--- config.mk ---
export PLATFORM = sky130hd
export DESIGN_NAME = afbp_host
export DESIGN_NICKNAME = d
export VERILOG_FILES = /design/src/core/afbp_host.v /design/src/core/afbp_timer.v
export VERILOG_INCLUDE_DIRS = /design/src /design/src/pkg
export SDC_FILE = /design/constraint.sdc
export NUM_CORES = 1
export LEC_CHECK = 0
export ABC_AREA = 1
export BUFFER_PORTS_ARGS = -buffer_cell sky130_fd_sc_hd__buf_2
export CAP_MARGIN = 40
export CORE_MARGIN = 1
export CORE_UTILIZATION = 45
export CTS_BUF_LIST = sky130_fd_sc_hd__clkbuf_2
export DETAILED_ROUTE_END_ITERATION = 12
export PLACE_DENSITY = 0.66
export SLEW_MARGIN = 20
export SYNTH_ARGS = -nofsm -noshare
export SYNTH_HDL_FRONTEND = slang
export SYNTH_HIERARCHICAL = 1
export SYNTH_SLANG_ARGS = --single-unit
--- constraint.sdc ---
create_clock -name SYS_CLK_IN -period 3 [get_ports SYS_CLK_IN]
set_clock_uncertainty 0.05 [all_clocks]
set_input_delay 0 -clock SYS_CLK_IN [delete_from_list [all_inputs] [get_ports SYS_CLK_IN]]
set_output_delay 0 -clock SYS_CLK_IN [all_outputs]
set_load 0.005 [all_outputs]
--- src/pkg/afbp_defs.vh ---
/*
 * Constants for the host controller of an asynchronous bytewide
 * nonvolatile memory port. Times are in nanoseconds unless named
 * otherwise; cycle counts derive from the 125 MHz system clock.
 * Assumes inclusion by bare name from each design file.
 */
`ifndef AFBP_DEFS_VH
`define AFBP_DEFS_VH

`define AFBP_CLK_PERIOD_NS  8
`define AFBP_ADDR_W         13
`define AFBP_DATA_W         8

// Least times from the low supply column, which also covers high supply.
`define AFBP_T_CA_NS        80
`define AFBP_T_PC_NS        65
`define AFBP_T_AH_NS        15
`define AFBP_T_WP_NS        50
`define AFBP_T_DS_NS        40
`define AFBP_T_CE_ACC_NS    80
`define AFBP_T_OE_ACC_NS    15
`define AFBP_T_HZ_NS        15
`define AFBP_T_PU_MS        10

// Least times round up to whole cycles; the enable access time alone gets one extra cycle to cover sampling.
`define AFBP_CYC_UP(ns) \
	(((ns) + `AFBP_CLK_PERIOD_NS - 1) / `AFBP_CLK_PERIOD_NS)
`define AFBP_CYC_CA     (`AFBP_CYC_UP(`AFBP_T_CA_NS) + 1)
`define AFBP_CYC_PC     `AFBP_CYC_UP(`AFBP_T_PC_NS)
`define AFBP_CYC_AH     `AFBP_CYC_UP(`AFBP_T_AH_NS)
`define AFBP_CYC_WP     `AFBP_CYC_UP(`AFBP_T_WP_NS)
`define AFBP_CYC_DS     `AFBP_CYC_UP(`AFBP_T_DS_NS)
`define AFBP_CYC_HZ     `AFBP_CYC_UP(`AFBP_T_HZ_NS)
`define AFBP_CYC_PU     ((`AFBP_T_PU_MS * 1000000) / `AFBP_CLK_PERIOD_NS)

`define AFBP_CNT_W      21

`endif

--- src/core/afbp_host.v ---
/*
 * Host controller for an 8K x 8 asynchronous bytewide memory port.
 * A user request with address, data and direction becomes one chip
 * enable controlled access with a precharge afterwards.
 * Assumes the memory pins are wired directly, the data bus resolved
 * by the memory model from the enable, and a 125 MHz clock.
 */
`timescale 1ns/10ps
`include "afbp_defs.vh"

module afbp_host #(
	parameter AW     = `AFBP_ADDR_W,
	parameter DW     = `AFBP_DATA_W,
	parameter PU_CYC = `AFBP_CYC_PU
) (
	input  wire          SYS_CLK_IN,
	input  wire          RST_IN,
	input  wire          REQ_VALID_IN,
	input  wire          REQ_WRITE_IN,
	input  wire [AW-1:0] REQ_ADDR_IN,
	input  wire [DW-1:0] REQ_WDATA_IN,
	output wire          REQ_READY_OUT,
	output reg  [DW-1:0] RD_DATA_OUT,
	output reg           RD_VALID_OUT,
	output reg           MEM_CE_N_OUT,
	output reg           MEM_WE_N_OUT,
	output reg           MEM_OE_N_OUT,
	output reg  [AW-1:0] MEM_ADDR_OUT,
	output reg  [DW-1:0] MEM_DQ_OUT,
	output reg           MEM_DQ_OE_N_OUT,
	input  wire [DW-1:0] MEM_DQ_IN
);

	localparam CW = `AFBP_CNT_W;

	// Power-up wait as a timer load, cut on purpose to the counter width.
	localparam [CW-1:0] PU_LOAD = PU_CYC[CW-1:0];

	// One-hot states.
	localparam S_PWRUP = 6'h01;
	localparam S_IDLE  = 6'h02;
	localparam S_SETUP = 6'h04;
	localparam S_ACT   = 6'h08;
	localparam S_HOLD  = 6'h10;
	localparam S_PRE   = 6'h20;

	reg  [5:0]    state_r;
	reg  [5:0]    state_nxt;
	reg           write_r;
	reg           load_r;
	reg  [CW-1:0] load_val_r;
	reg  [DW-1:0] dq_s1_r;
	reg  [DW-1:0] dq_s2_r;
	wire          done;
	wire          enter;
	wire          read_end;

	// Turns a cycle count into the timer load value.
	function [CW-1:0] cyc;
		input integer n;
		begin
			cyc = n[CW-1:0];
		end
	endfunction

	// True on the edge that begins phase s, so that each phase acts once.
	function entering;
		input [5:0] nxt;
		input [5:0] cur;
		input [5:0] s;
		begin
			entering = (nxt == s) && (nxt != cur);
		end
	endfunction

	afbp_timer #(
		.W (CW)
	) u_timer (
		.clk_in   (SYS_CLK_IN),
		.rst_in   (RST_IN),
		.load_in  (load_r),
		.value_in (load_val_r),
		.done_out (done)
	);

	// Read data from the pins passes two flip-flops before use.
	always @(posedge SYS_CLK_IN or posedge RST_IN) begin
		if (RST_IN) begin
			dq_s1_r <= {DW{1'b0}};
			dq_s2_r <= {DW{1'b0}};
		end else begin
			dq_s1_r <= MEM_DQ_IN;
			dq_s2_r <= dq_s1_r;
		end
	end

	// Ready only in idle, straight from the state register.
	assign REQ_READY_OUT = state_r[1];

	// A phase begins on the edge where the next state differs.
	// Holding a phase never repeats its entry actions, so a request
	// that changes while the host is busy cannot leak into the pins.
	assign enter = (state_nxt != state_r);

	// A read ends, and its byte is handed over, as enable rises.
	assign read_end = entering(state_nxt, state_r, S_HOLD) && !write_r;

	// Next state follows the timer at the end of each phase; idle waits for a valid request.
	always @* begin
		state_nxt = state_r;
		case (state_r)
			S_PWRUP: if (done) state_nxt = S_IDLE;
			S_IDLE:  if (REQ_VALID_IN) state_nxt = S_SETUP;
			S_SETUP: if (done) state_nxt = S_ACT;
			S_ACT:   if (done) state_nxt = S_HOLD;
			S_HOLD:  if (done) state_nxt = S_PRE;
			S_PRE:   if (done) state_nxt = S_IDLE;
			default: state_nxt = S_PWRUP;
		endcase
	end

	// State register; reset lands in the power-up wait.
	always @(posedge SYS_CLK_IN or posedge RST_IN) begin
		if (RST_IN) begin
			state_r <= S_PWRUP;
		end else begin
			state_r <= state_nxt;
		end
	end

	// Timer length for each phase, loaded once on the entry edge.
	// Reset preloads the power-up wait so that it starts at once
	// and the load pulse lasts a single cycle.
	always @(posedge SYS_CLK_IN or posedge RST_IN) begin
		if (RST_IN) begin
			load_r     <= 1'b1;
			load_val_r <= PU_LOAD;
		end else begin
			load_r <= enter;
			if (enter) begin
				case (state_nxt)
					S_PWRUP: load_val_r <= PU_LOAD;
					S_SETUP: load_val_r <= cyc(1);
					// Covers enable access, gate access and data setup.
					S_ACT: load_val_r <= cyc(`AFBP_CYC_CA);
					S_HOLD: load_val_r <= cyc(`AFBP_CYC_AH);
					S_PRE: load_val_r <= cyc(`AFBP_CYC_PC);
					default: load_val_r <= load_val_r;
				endcase
			end
		end
	end

	// Chip, write and output enables change only on phase entry.
	// A write is always enable controlled: the strobe is low before
	// enable falls and rises on the same edge as enable.
	always @(posedge SYS_CLK_IN or posedge RST_IN) begin
		if (RST_IN) begin
			MEM_CE_N_OUT <= 1'b1;
			MEM_WE_N_OUT <= 1'b1;
			MEM_OE_N_OUT <= 1'b1;
		end else if (enter) begin
			case (state_nxt)
				S_SETUP: begin
					// Strobe settles while enable is still high.
					MEM_WE_N_OUT <= !REQ_WRITE_IN;
				end
				S_ACT: begin
					MEM_CE_N_OUT <= 1'b0;
					MEM_OE_N_OUT <= write_r;
				end
				S_HOLD: begin
					// Enable and strobe rise together, ending the access.
					MEM_CE_N_OUT <= 1'b1;
					MEM_WE_N_OUT <= 1'b1;
					MEM_OE_N_OUT <= 1'b1;
				end
				default: begin
					// Idle, precharge and power-up keep every enable high.
					MEM_CE_N_OUT <= 1'b1;
					MEM_WE_N_OUT <= 1'b1;
					MEM_OE_N_OUT <= 1'b1;
				end
			endcase
		end
	end

	// Address, data and direction latch on the edge that takes the
	// request, and stay put until the next request is taken, well
	// past the address hold after enable falls.
	always @(posedge SYS_CLK_IN or posedge RST_IN) begin
		if (RST_IN) begin
			write_r         <= 1'b0;
			MEM_ADDR_OUT    <= {AW{1'b0}};
			MEM_DQ_OUT      <= {DW{1'b0}};
			MEM_DQ_OE_N_OUT <= 1'b1;
		end else if (entering(state_nxt, state_r, S_SETUP)) begin
			write_r         <= REQ_WRITE_IN;
			MEM_ADDR_OUT    <= REQ_ADDR_IN;
			MEM_DQ_OUT      <= REQ_WDATA_IN;
			MEM_DQ_OE_N_OUT <= !REQ_WRITE_IN;
		end else if (entering(state_nxt, state_r, S_PRE)) begin
			// Bus released only after the write edge, never before.
			MEM_DQ_OE_N_OUT <= 1'b1;
		end
	end

	// One result pulse per read; the byte stands until the next read.
	// The extra active cycle leaves the byte time to pass both
	// synchroniser stages before it is taken here.
	always @(posedge SYS_CLK_IN or posedge RST_IN) begin
		if (RST_IN) begin
			RD_DATA_OUT  <= {DW{1'b0}};
			RD_VALID_OUT <= 1'b0;
		end else begin
			RD_VALID_OUT <= read_end;
			if (read_end) begin
				RD_DATA_OUT <= dq_s2_r;
			end
		end
	end

endmodule

--- src/core/afbp_timer.v ---
/*
 * Down counter that paces each phase of the host controller.
 * Assumes a single clock and an asynchronous active high reset.
 */
`timescale 1ns/10ps
`include "afbp_defs.vh"

module afbp_timer #(
	parameter W = `AFBP_CNT_W
) (
	input  wire         clk_in,
	input  wire         rst_in,
	input  wire         load_in,
	input  wire [W-1:0] value_in,
	output wire         done_out
);

	reg [W-1:0] cnt_r;

	// Loads the phase length, then counts down to zero and holds.
	always @(posedge clk_in or posedge rst_in) begin
		if (rst_in) begin
			cnt_r <= {W{1'b0}};
		end else if (load_in) begin
			cnt_r <= value_in;
		end else if (cnt_r != {W{1'b0}}) begin
			cnt_r <= cnt_r - {{(W-1){1'b0}}, 1'b1};
		end
	end

	// The phase is over once the count reaches zero.
	assign done_out = (cnt_r == {W{1'b0}}) && !load_in;

endmodule

# --- After elaboration in Yosys (flattened, before gate mapping) ---
# Cells that the tools add are included.
word_totals:
  wordCells: 61
  memories: 0
  rom_bits: 0
  reg_bits: 100
  latch_bits: 0
  inputBits: 33
  out_inout_bits: 35
  ramBits: 0
op_classes:
  shifts: 0
  n_div: 0
  bitwise_logic: 2
  reduce_logical: 17
  n_mul: 0
  n_eq_ne: 12
  n_lt_le_gt_ge: 0
  add_sub_neg: 1
  n_mux: 14
ops:
  columns: ["cell", "n"]
  rows:
  - ["$pmux W21 S5", 1]
  - ["$mux W21", 2]
  - ["$mux W6", 5]
  - ["$pmux W6 S5", 1]
  - ["$logic_not A21 Y1", 1]
  - ["$reduce_bool A21 Y1", 1]
  - ["$sub A21 B1 Y21 const B", 1]
  - ["$eq A6 B1 Y1 const B", 2]
  - ["$eq A6 B3 Y1 const B", 2]
  - ["$eq A6 B4 Y1 const B", 2]
  - ["$eq A6 B5 Y1 const B", 2]
  - ["$eq A6 B6 Y1 const B", 2]
  - ["$eq A6 B2 Y1 const B", 1]
  - ["$ne A6 B6 Y1", 1]
  - ["$pmux W1 S2", 3]
  - ["$reduce_and A2 Y1", 3]
  - ["$logic_and A1 B1 Y1", 5]
  - ["$reduce_bool A5 Y1", 1]
  - ["$reduce_bool A2 Y1", 2]
  - ["$logic_not A1 Y1", 3]
  - ["$mux W1", 2]
  - ["$not A1 Y1", 2]
  - ["$reduce_or A2 Y1", 1]

# --- Logic depth before layout (Yosys ltp) ---
depth:
  depth_word: 8
  mapped_depth: 18
  mapped_depth_nobuf: 17

# --- Cells and area by module ---
# The synthesis kept the hierarchy.
modules_own_cells:
  columns: ["module", "seq_area_each_um2", "instances", "cells_each", "area_each_um2"]
  rows:
  - ["afbp_host", 1560.2, 1, 257, 2401.1]
  - ["afbp_timer", 525.5, 1, 215, 1521.5]

# --- Worst setup path before layout ---
# No wires, ideal clock.
synth_timing:
  kind: "reg2reg"
  startpoint: "register u_timer.cnt_r[0]"
  endpoint: "register load_val_r[1]"
  n_path_buf: 1
  period_less_slack_ns: 2.289
  setup_time_ns: 0.116
  arrival_ns: 2.123
  path_stages_with_launch: 17
  slack_ns: 0.711
  t_required_ns: 2.834
  cell_sequence: "dfrtp_1 > inv_1 > ha_1 > nand3_1 > nor2_2 > nand3_4 > buf_6 > inv_1 > inv_1 > nor2_1 > nor2_1 > a21oi_1 > nand2_1 > nor2_4 > nand2_4 > nand3_1 > nand2_1"
synth_between:
  elab_cells_between_ends: 16
  classes_between: "eq/ne: 6; mux: 6; reduce/logical: 4"
synth_lines:
  columns: ["item", "line", "text"]
  rows:
  - ["start, declared", "afbp_timer.v:18", "reg [W-1:0] cnt_r;"]
  - ["start signal, assigned", "afbp_timer.v:23", "cnt_r <= {W{1'b0}};"]
  - ["start signal, assigned", "afbp_timer.v:25", "cnt_r <= value_in;"]
  - ["start signal, assigned", "afbp_timer.v:27", "cnt_r <= cnt_r - {{(W-1){1'b0}}, 1'b1};"]
  - ["$logic_not A21 Y1 (*)", "afbp_timer.v:32", "assign done_out = (cnt_r == {W{1'b0}}) && !load_in;"]
  - ["$logic_and A1 B1 Y1 (*)", "afbp_timer.v:32", null]
  - ["via done", "afbp_host.v:54", "wire done;"]
  - ["$mux W6 (on tied branches)", null, null]
  - ["$pmux W6 S5 (*)", "afbp_host.v:111", "case (state_r)"]
  - ["$ne A6 B6 Y1 (*)", "afbp_host.v:103", "assign enter = (state_nxt != state_r);"]
  - ["via enter", "afbp_host.v:55", "wire enter;"]
  - ["$reduce_and A2 Y1 (no source line) (*)", null, null]
  - ["end signal, assigned", "afbp_host.v:143", "S_SETUP: load_val_r <= cyc(1);"]
  - ["end signal, assigned", "afbp_host.v:145", "S_ACT: load_val_r <= cyc(`AFBP_CYC_CA);"]
  - ["end signal, assigned", "afbp_host.v:146", "S_HOLD: load_val_r <= cyc(`AFBP_CYC_AH);"]
  - ["end, declared", "afbp_host.v:51", "reg [CW-1:0] load_val_r;"]
# Mark *: on every way through the listed nets, which the timed path passes. The rest lies on a longest branch. The select of a mux whose other input is x is not followed.
# A chain may end at the register's enable or synchronous reset.

# --- Worst setup path in the final report ---
layout_timing:
  startpoint: "register u_timer.cnt_r[0]"
  endpoint: "register load_val_r[17]"
# The elaborated chain is that of the path after synthesis.

==> reports/qor.txt <==
Result of the run = complete, no violations
Wire length of the first global-routing pass = 14900 µm
Top routing layer in use = met4
Number of antenna violations at the first check in global routing = 0
Crit Path Class = flop to flop
Worst-margin pin slew = 0.602 ns
GRT Util Overall = 21.5%
Critical hold path startpoint = MEM_DQ_IN[1]
Routed Wire Length = 9010 µm
WHS = 0.0283 ns
Number of resized instances in the post-cts repair step = 0
Count of yosys warnings during synthesis = 6
#FFs+latches synth = 83
Total vias in the final route = 3443
Total overflow reported by the global router = 0
Critical path endpoint category = flop
CTS tree = done
Area of the core region = 8340 µm²
Routed length on met3 = 352 µm
Setup violators final = 0
Worst IR drop on VDD = 252 µV
Final hold violation count = 0
Top cells by area, synth = sky130_fd_sc_hd__dfrtp_1 (48%), sky130_fd_sc_hd__nand2_1 (16%), sky130_fd_sc_hd__dfstp_2 (4.7%), sky130_fd_sc_hd__inv_1 (4.6%), sky130_fd_sc_hd__nand3_1 (4.1%)
Synth Area per Inst = 8.31 µm²
Total count of max-transition violations in the final report = 0
Average vias per placed instance = 4.75
Unrepaired setup endpoints after global routing = no
Wire length on met1 = 3790 µm
Metal2 WL = 4760 µm
Number of flops mapped to enable cells by yosys = 0
Number of global-route vias before repair = 3378
Most used flip-flop cell after synthesis = sky130_fd_sc_hd__dfrtp_1
Largest buffer count on any clock path = 2
Number of port buffers = 67
Die width = 95.4 µm
Sink Count = 83
Share of the synthesized area in the top cell type = 48.5%
Reg2reg setup slack = 0.37 ns
Starting Density = 47.0%
NumNets Final = 650
Layout area overhead = 31.2%
Number of max-cap violations = 0
Root Buffer = sky130_fd_sc_hd__clkbuf_2
Origin of the critical flop-to-flop path = u_timer/cnt_r[0]
Critical Path Fanout Max = 15
Sum of negative setup slack = 0 ns
Worst path arrival time = 3.06 ns
Number of standard cells after synthesis = 472
Multi-input gate area = 1630 µm²
Height of the die = 95.4 µm
Worst-skew pair later-pin latency = 0.53 ns
DRC violation count after routing = 0
Fraction of final layout cells sized beyond drive strength 1 = 22.6%
Cell accounting for the most synthesized area = sky130_fd_sc_hd__dfrtp_1
Netlist cell types = 34
F_max = 0.380 GHz
Die Footprint = 9090 µm²
First drt pass iteration count = 5
Period utilization = 87.7%
Class of the worst hold path = input port to flop
Std cell rows = 33
Cell area after technology mapping = 3920 µm²
Maximum number of pins on one net before global-route repair = 38
Residual antenna-violating net count after detailed routing = 0
FF+latch area = 2090 µm²
Portion of the post-synthesis area used by sequential elements = 53.2%
Tmin final = 2.63 ns
Post-DR wirelength/cell = 12.4 µm
Endpoint of the most critical register-to-register path = load_val_r[17]
Number of ports placed on the die boundary = 68
Clock buffer count from CTS = 9
DP HPWL = 5840 µm
Crit path launch type = flop
Relative slew margins = 59.8%
Static Leak = 2.64 nW
Number of DRC markers in iteration 0 = 111
Origin of the worst setup path = u_timer/cnt_r[0]
RD Place Congestion = 0.862
H-tree levels = 3
Data required, critical path = 3.43 ns
Count of filler cells inserted in the layout = 723
FFs w/ async S/R, synth = 100%
Power per Cell Area = 402 nW/µm²
Number of diodes = 0
Min-Delay Endpoint = dq_s1_r[1]
Number of cells on the worst hold path = 2
Clock input transition at the sequential cells of the worst setup and hold paths = 0.28 ns
Cell count of the worst reg-to-reg path = 16
==> Yosys cell counts (4+ instances only) <==
library cell and n:
sky130_fd_sc_hd__a21oi_1 14, sky130_fd_sc_hd__buf_2 4, sky130_fd_sc_hd__clkbuf_1 4, sky130_fd_sc_hd__dfrtp_1 76, sky130_fd_sc_hd__dfstp_2 7, sky130_fd_sc_hd__inv_1 48
sky130_fd_sc_hd__nand2_1 171, sky130_fd_sc_hd__nand2_2 5, sky130_fd_sc_hd__nand3_1 32, sky130_fd_sc_hd__nand3_2 4, sky130_fd_sc_hd__nand3b_1 4, sky130_fd_sc_hd__nand4_1 5
sky130_fd_sc_hd__nor2_1 27, sky130_fd_sc_hd__nor2_2 15, sky130_fd_sc_hd__nor2_4 6, sky130_fd_sc_hd__o21ai_0 15, sky130_fd_sc_hd__or2_2 5, sky130_fd_sc_hd__xnor2_1 5
==> worst max path at each step <==
stage	slack [ns]	to	depth (start not counted)
after floorplan	0.71	load_val_r[1]	16
after global placement	0.49	RD_DATA_OUT[4]	13
after detailed placement	0.39	RD_DATA_OUT[2]	13
after CTS	0.34	load_val_r[17]	16
after global routing	0.16	RD_DATA_OUT[5]	13
final	0.37	load_val_r[17]	16
==> area by class of cell <==
class,instances,area share (%)
inverters,51,3.72
well taps,105,2.55
repair buffers,132,19.1
clock inverters,7,1.48
clock buffers,9,0.875
multi-input cells,338,31.7
flip-flops and latches,83,40.5
==> metal layers <==
layer  vias up  GRT usage, %
li1       1749             -
met1      1611          24.9
met2        73          39.2
met3        10          4.31
met4         0          7.95
met5         -             0
==> registers in the layout, summed over array words and instances (netlist names), 4 cells and up <==
| signal | count |
|---|---|
| load_val_r | 4 |
| RD_DATA_OUT | 8 |
| dq_s1_r | 8 |
| dq_s2_r | 8 |
| MEM_DQ_OUT | 8 |
| MEM_ADDR_OUT | 13 |
| state_r | 6 |
| u_timer/cnt_r | 21 |
==> cells in the final DEF, fill, tap and decap left out, drive strengths merged <==
cell type / count
nand3: 37
o21a: 1
inv: 55
dfstp: 7
nand2: 178
dlygate4sd3: 61
dfrtp: 76
clkbuf: 9
o211ai: 1
conb: 10
nor3: 2
or2: 6
nand4: 6
clkinv: 3
buf: 71
and3: 1
ha: 2
xnor2: 5
nand3b: 4
xor2: 2
nor2: 48
o21ai: 20
a21oi: 14
o31ai: 1
==> worst max-delay path: stages (launching register included) <==
cell and delay (ns):
sky130_fd_sc_hd__dfrtp_1 0.46, sky130_fd_sc_hd__inv_1 0.16, sky130_fd_sc_hd__ha_1 0.19, sky130_fd_sc_hd__nand3_1 0.09
sky130_fd_sc_hd__nor2_2 0.13, sky130_fd_sc_hd__nand3_4 0.19, sky130_fd_sc_hd__inv_1 0.20, sky130_fd_sc_hd__inv_1 0.11
sky130_fd_sc_hd__nor2_1 0.21, sky130_fd_sc_hd__nor2_1 0.10, sky130_fd_sc_hd__a21oi_1 0.15, sky130_fd_sc_hd__nand2_1 0.11
sky130_fd_sc_hd__nor2_4 0.13, sky130_fd_sc_hd__nand2_4 0.11, sky130_fd_sc_hd__nand2_4 0.10, sky130_fd_sc_hd__nand2_1 0.05
sky130_fd_sc_hd__nand2_1 0.06
==> where the power goes <==
part | internal (mW) | switching (mW)
clock network | 0.142 | 0.450
registers | 1.19 | 0.0607
logic | 0.117 | 0.110
total | 1.45 | 0.621
==> kinds of logic (layout without fill, tap and decap cells) <==
group                    after synthesis  after routing  synth area share (%)
flip-flops                            83             83                  53.2
buffers and inverters                 60            199                  6.06
XOR/XNOR                               7              7                  1.56
adder cells (fa/ha/maj)                2              2                 0.638
AO/OA/AOI/OAI                         37             37                  5.23
AND/OR/NAND/NOR                      282            282                  33.2
other                                  1             10                0.0956
==> stage by stage <==
stage	instances	total power, mW	setup slack [ns]	instance area, µm²	util (%)
6_report	725	2.07	0.369	5150	61.7
2_1_floorplan	481	1.38	0.711	3960	-
4_1_cts	725	2.09	0.336	5150	61.7
3_3_place_gp	647	1.45	0.490	4400	52.7
5_1_grt	725	2.18	0.157	5150	61.7
3_5_place_dp	648	1.45	0.390	4410	52.9
==> timing repair <==
item                                    4_1_cts  5_1_grt
endpoints found under the setup margin        0        0
hold buffers                                 61        0
buffers inserted                              0        0
endpoints found under the hold margin        92        0
No activity file was read; power rests on OpenSTA's default activity.
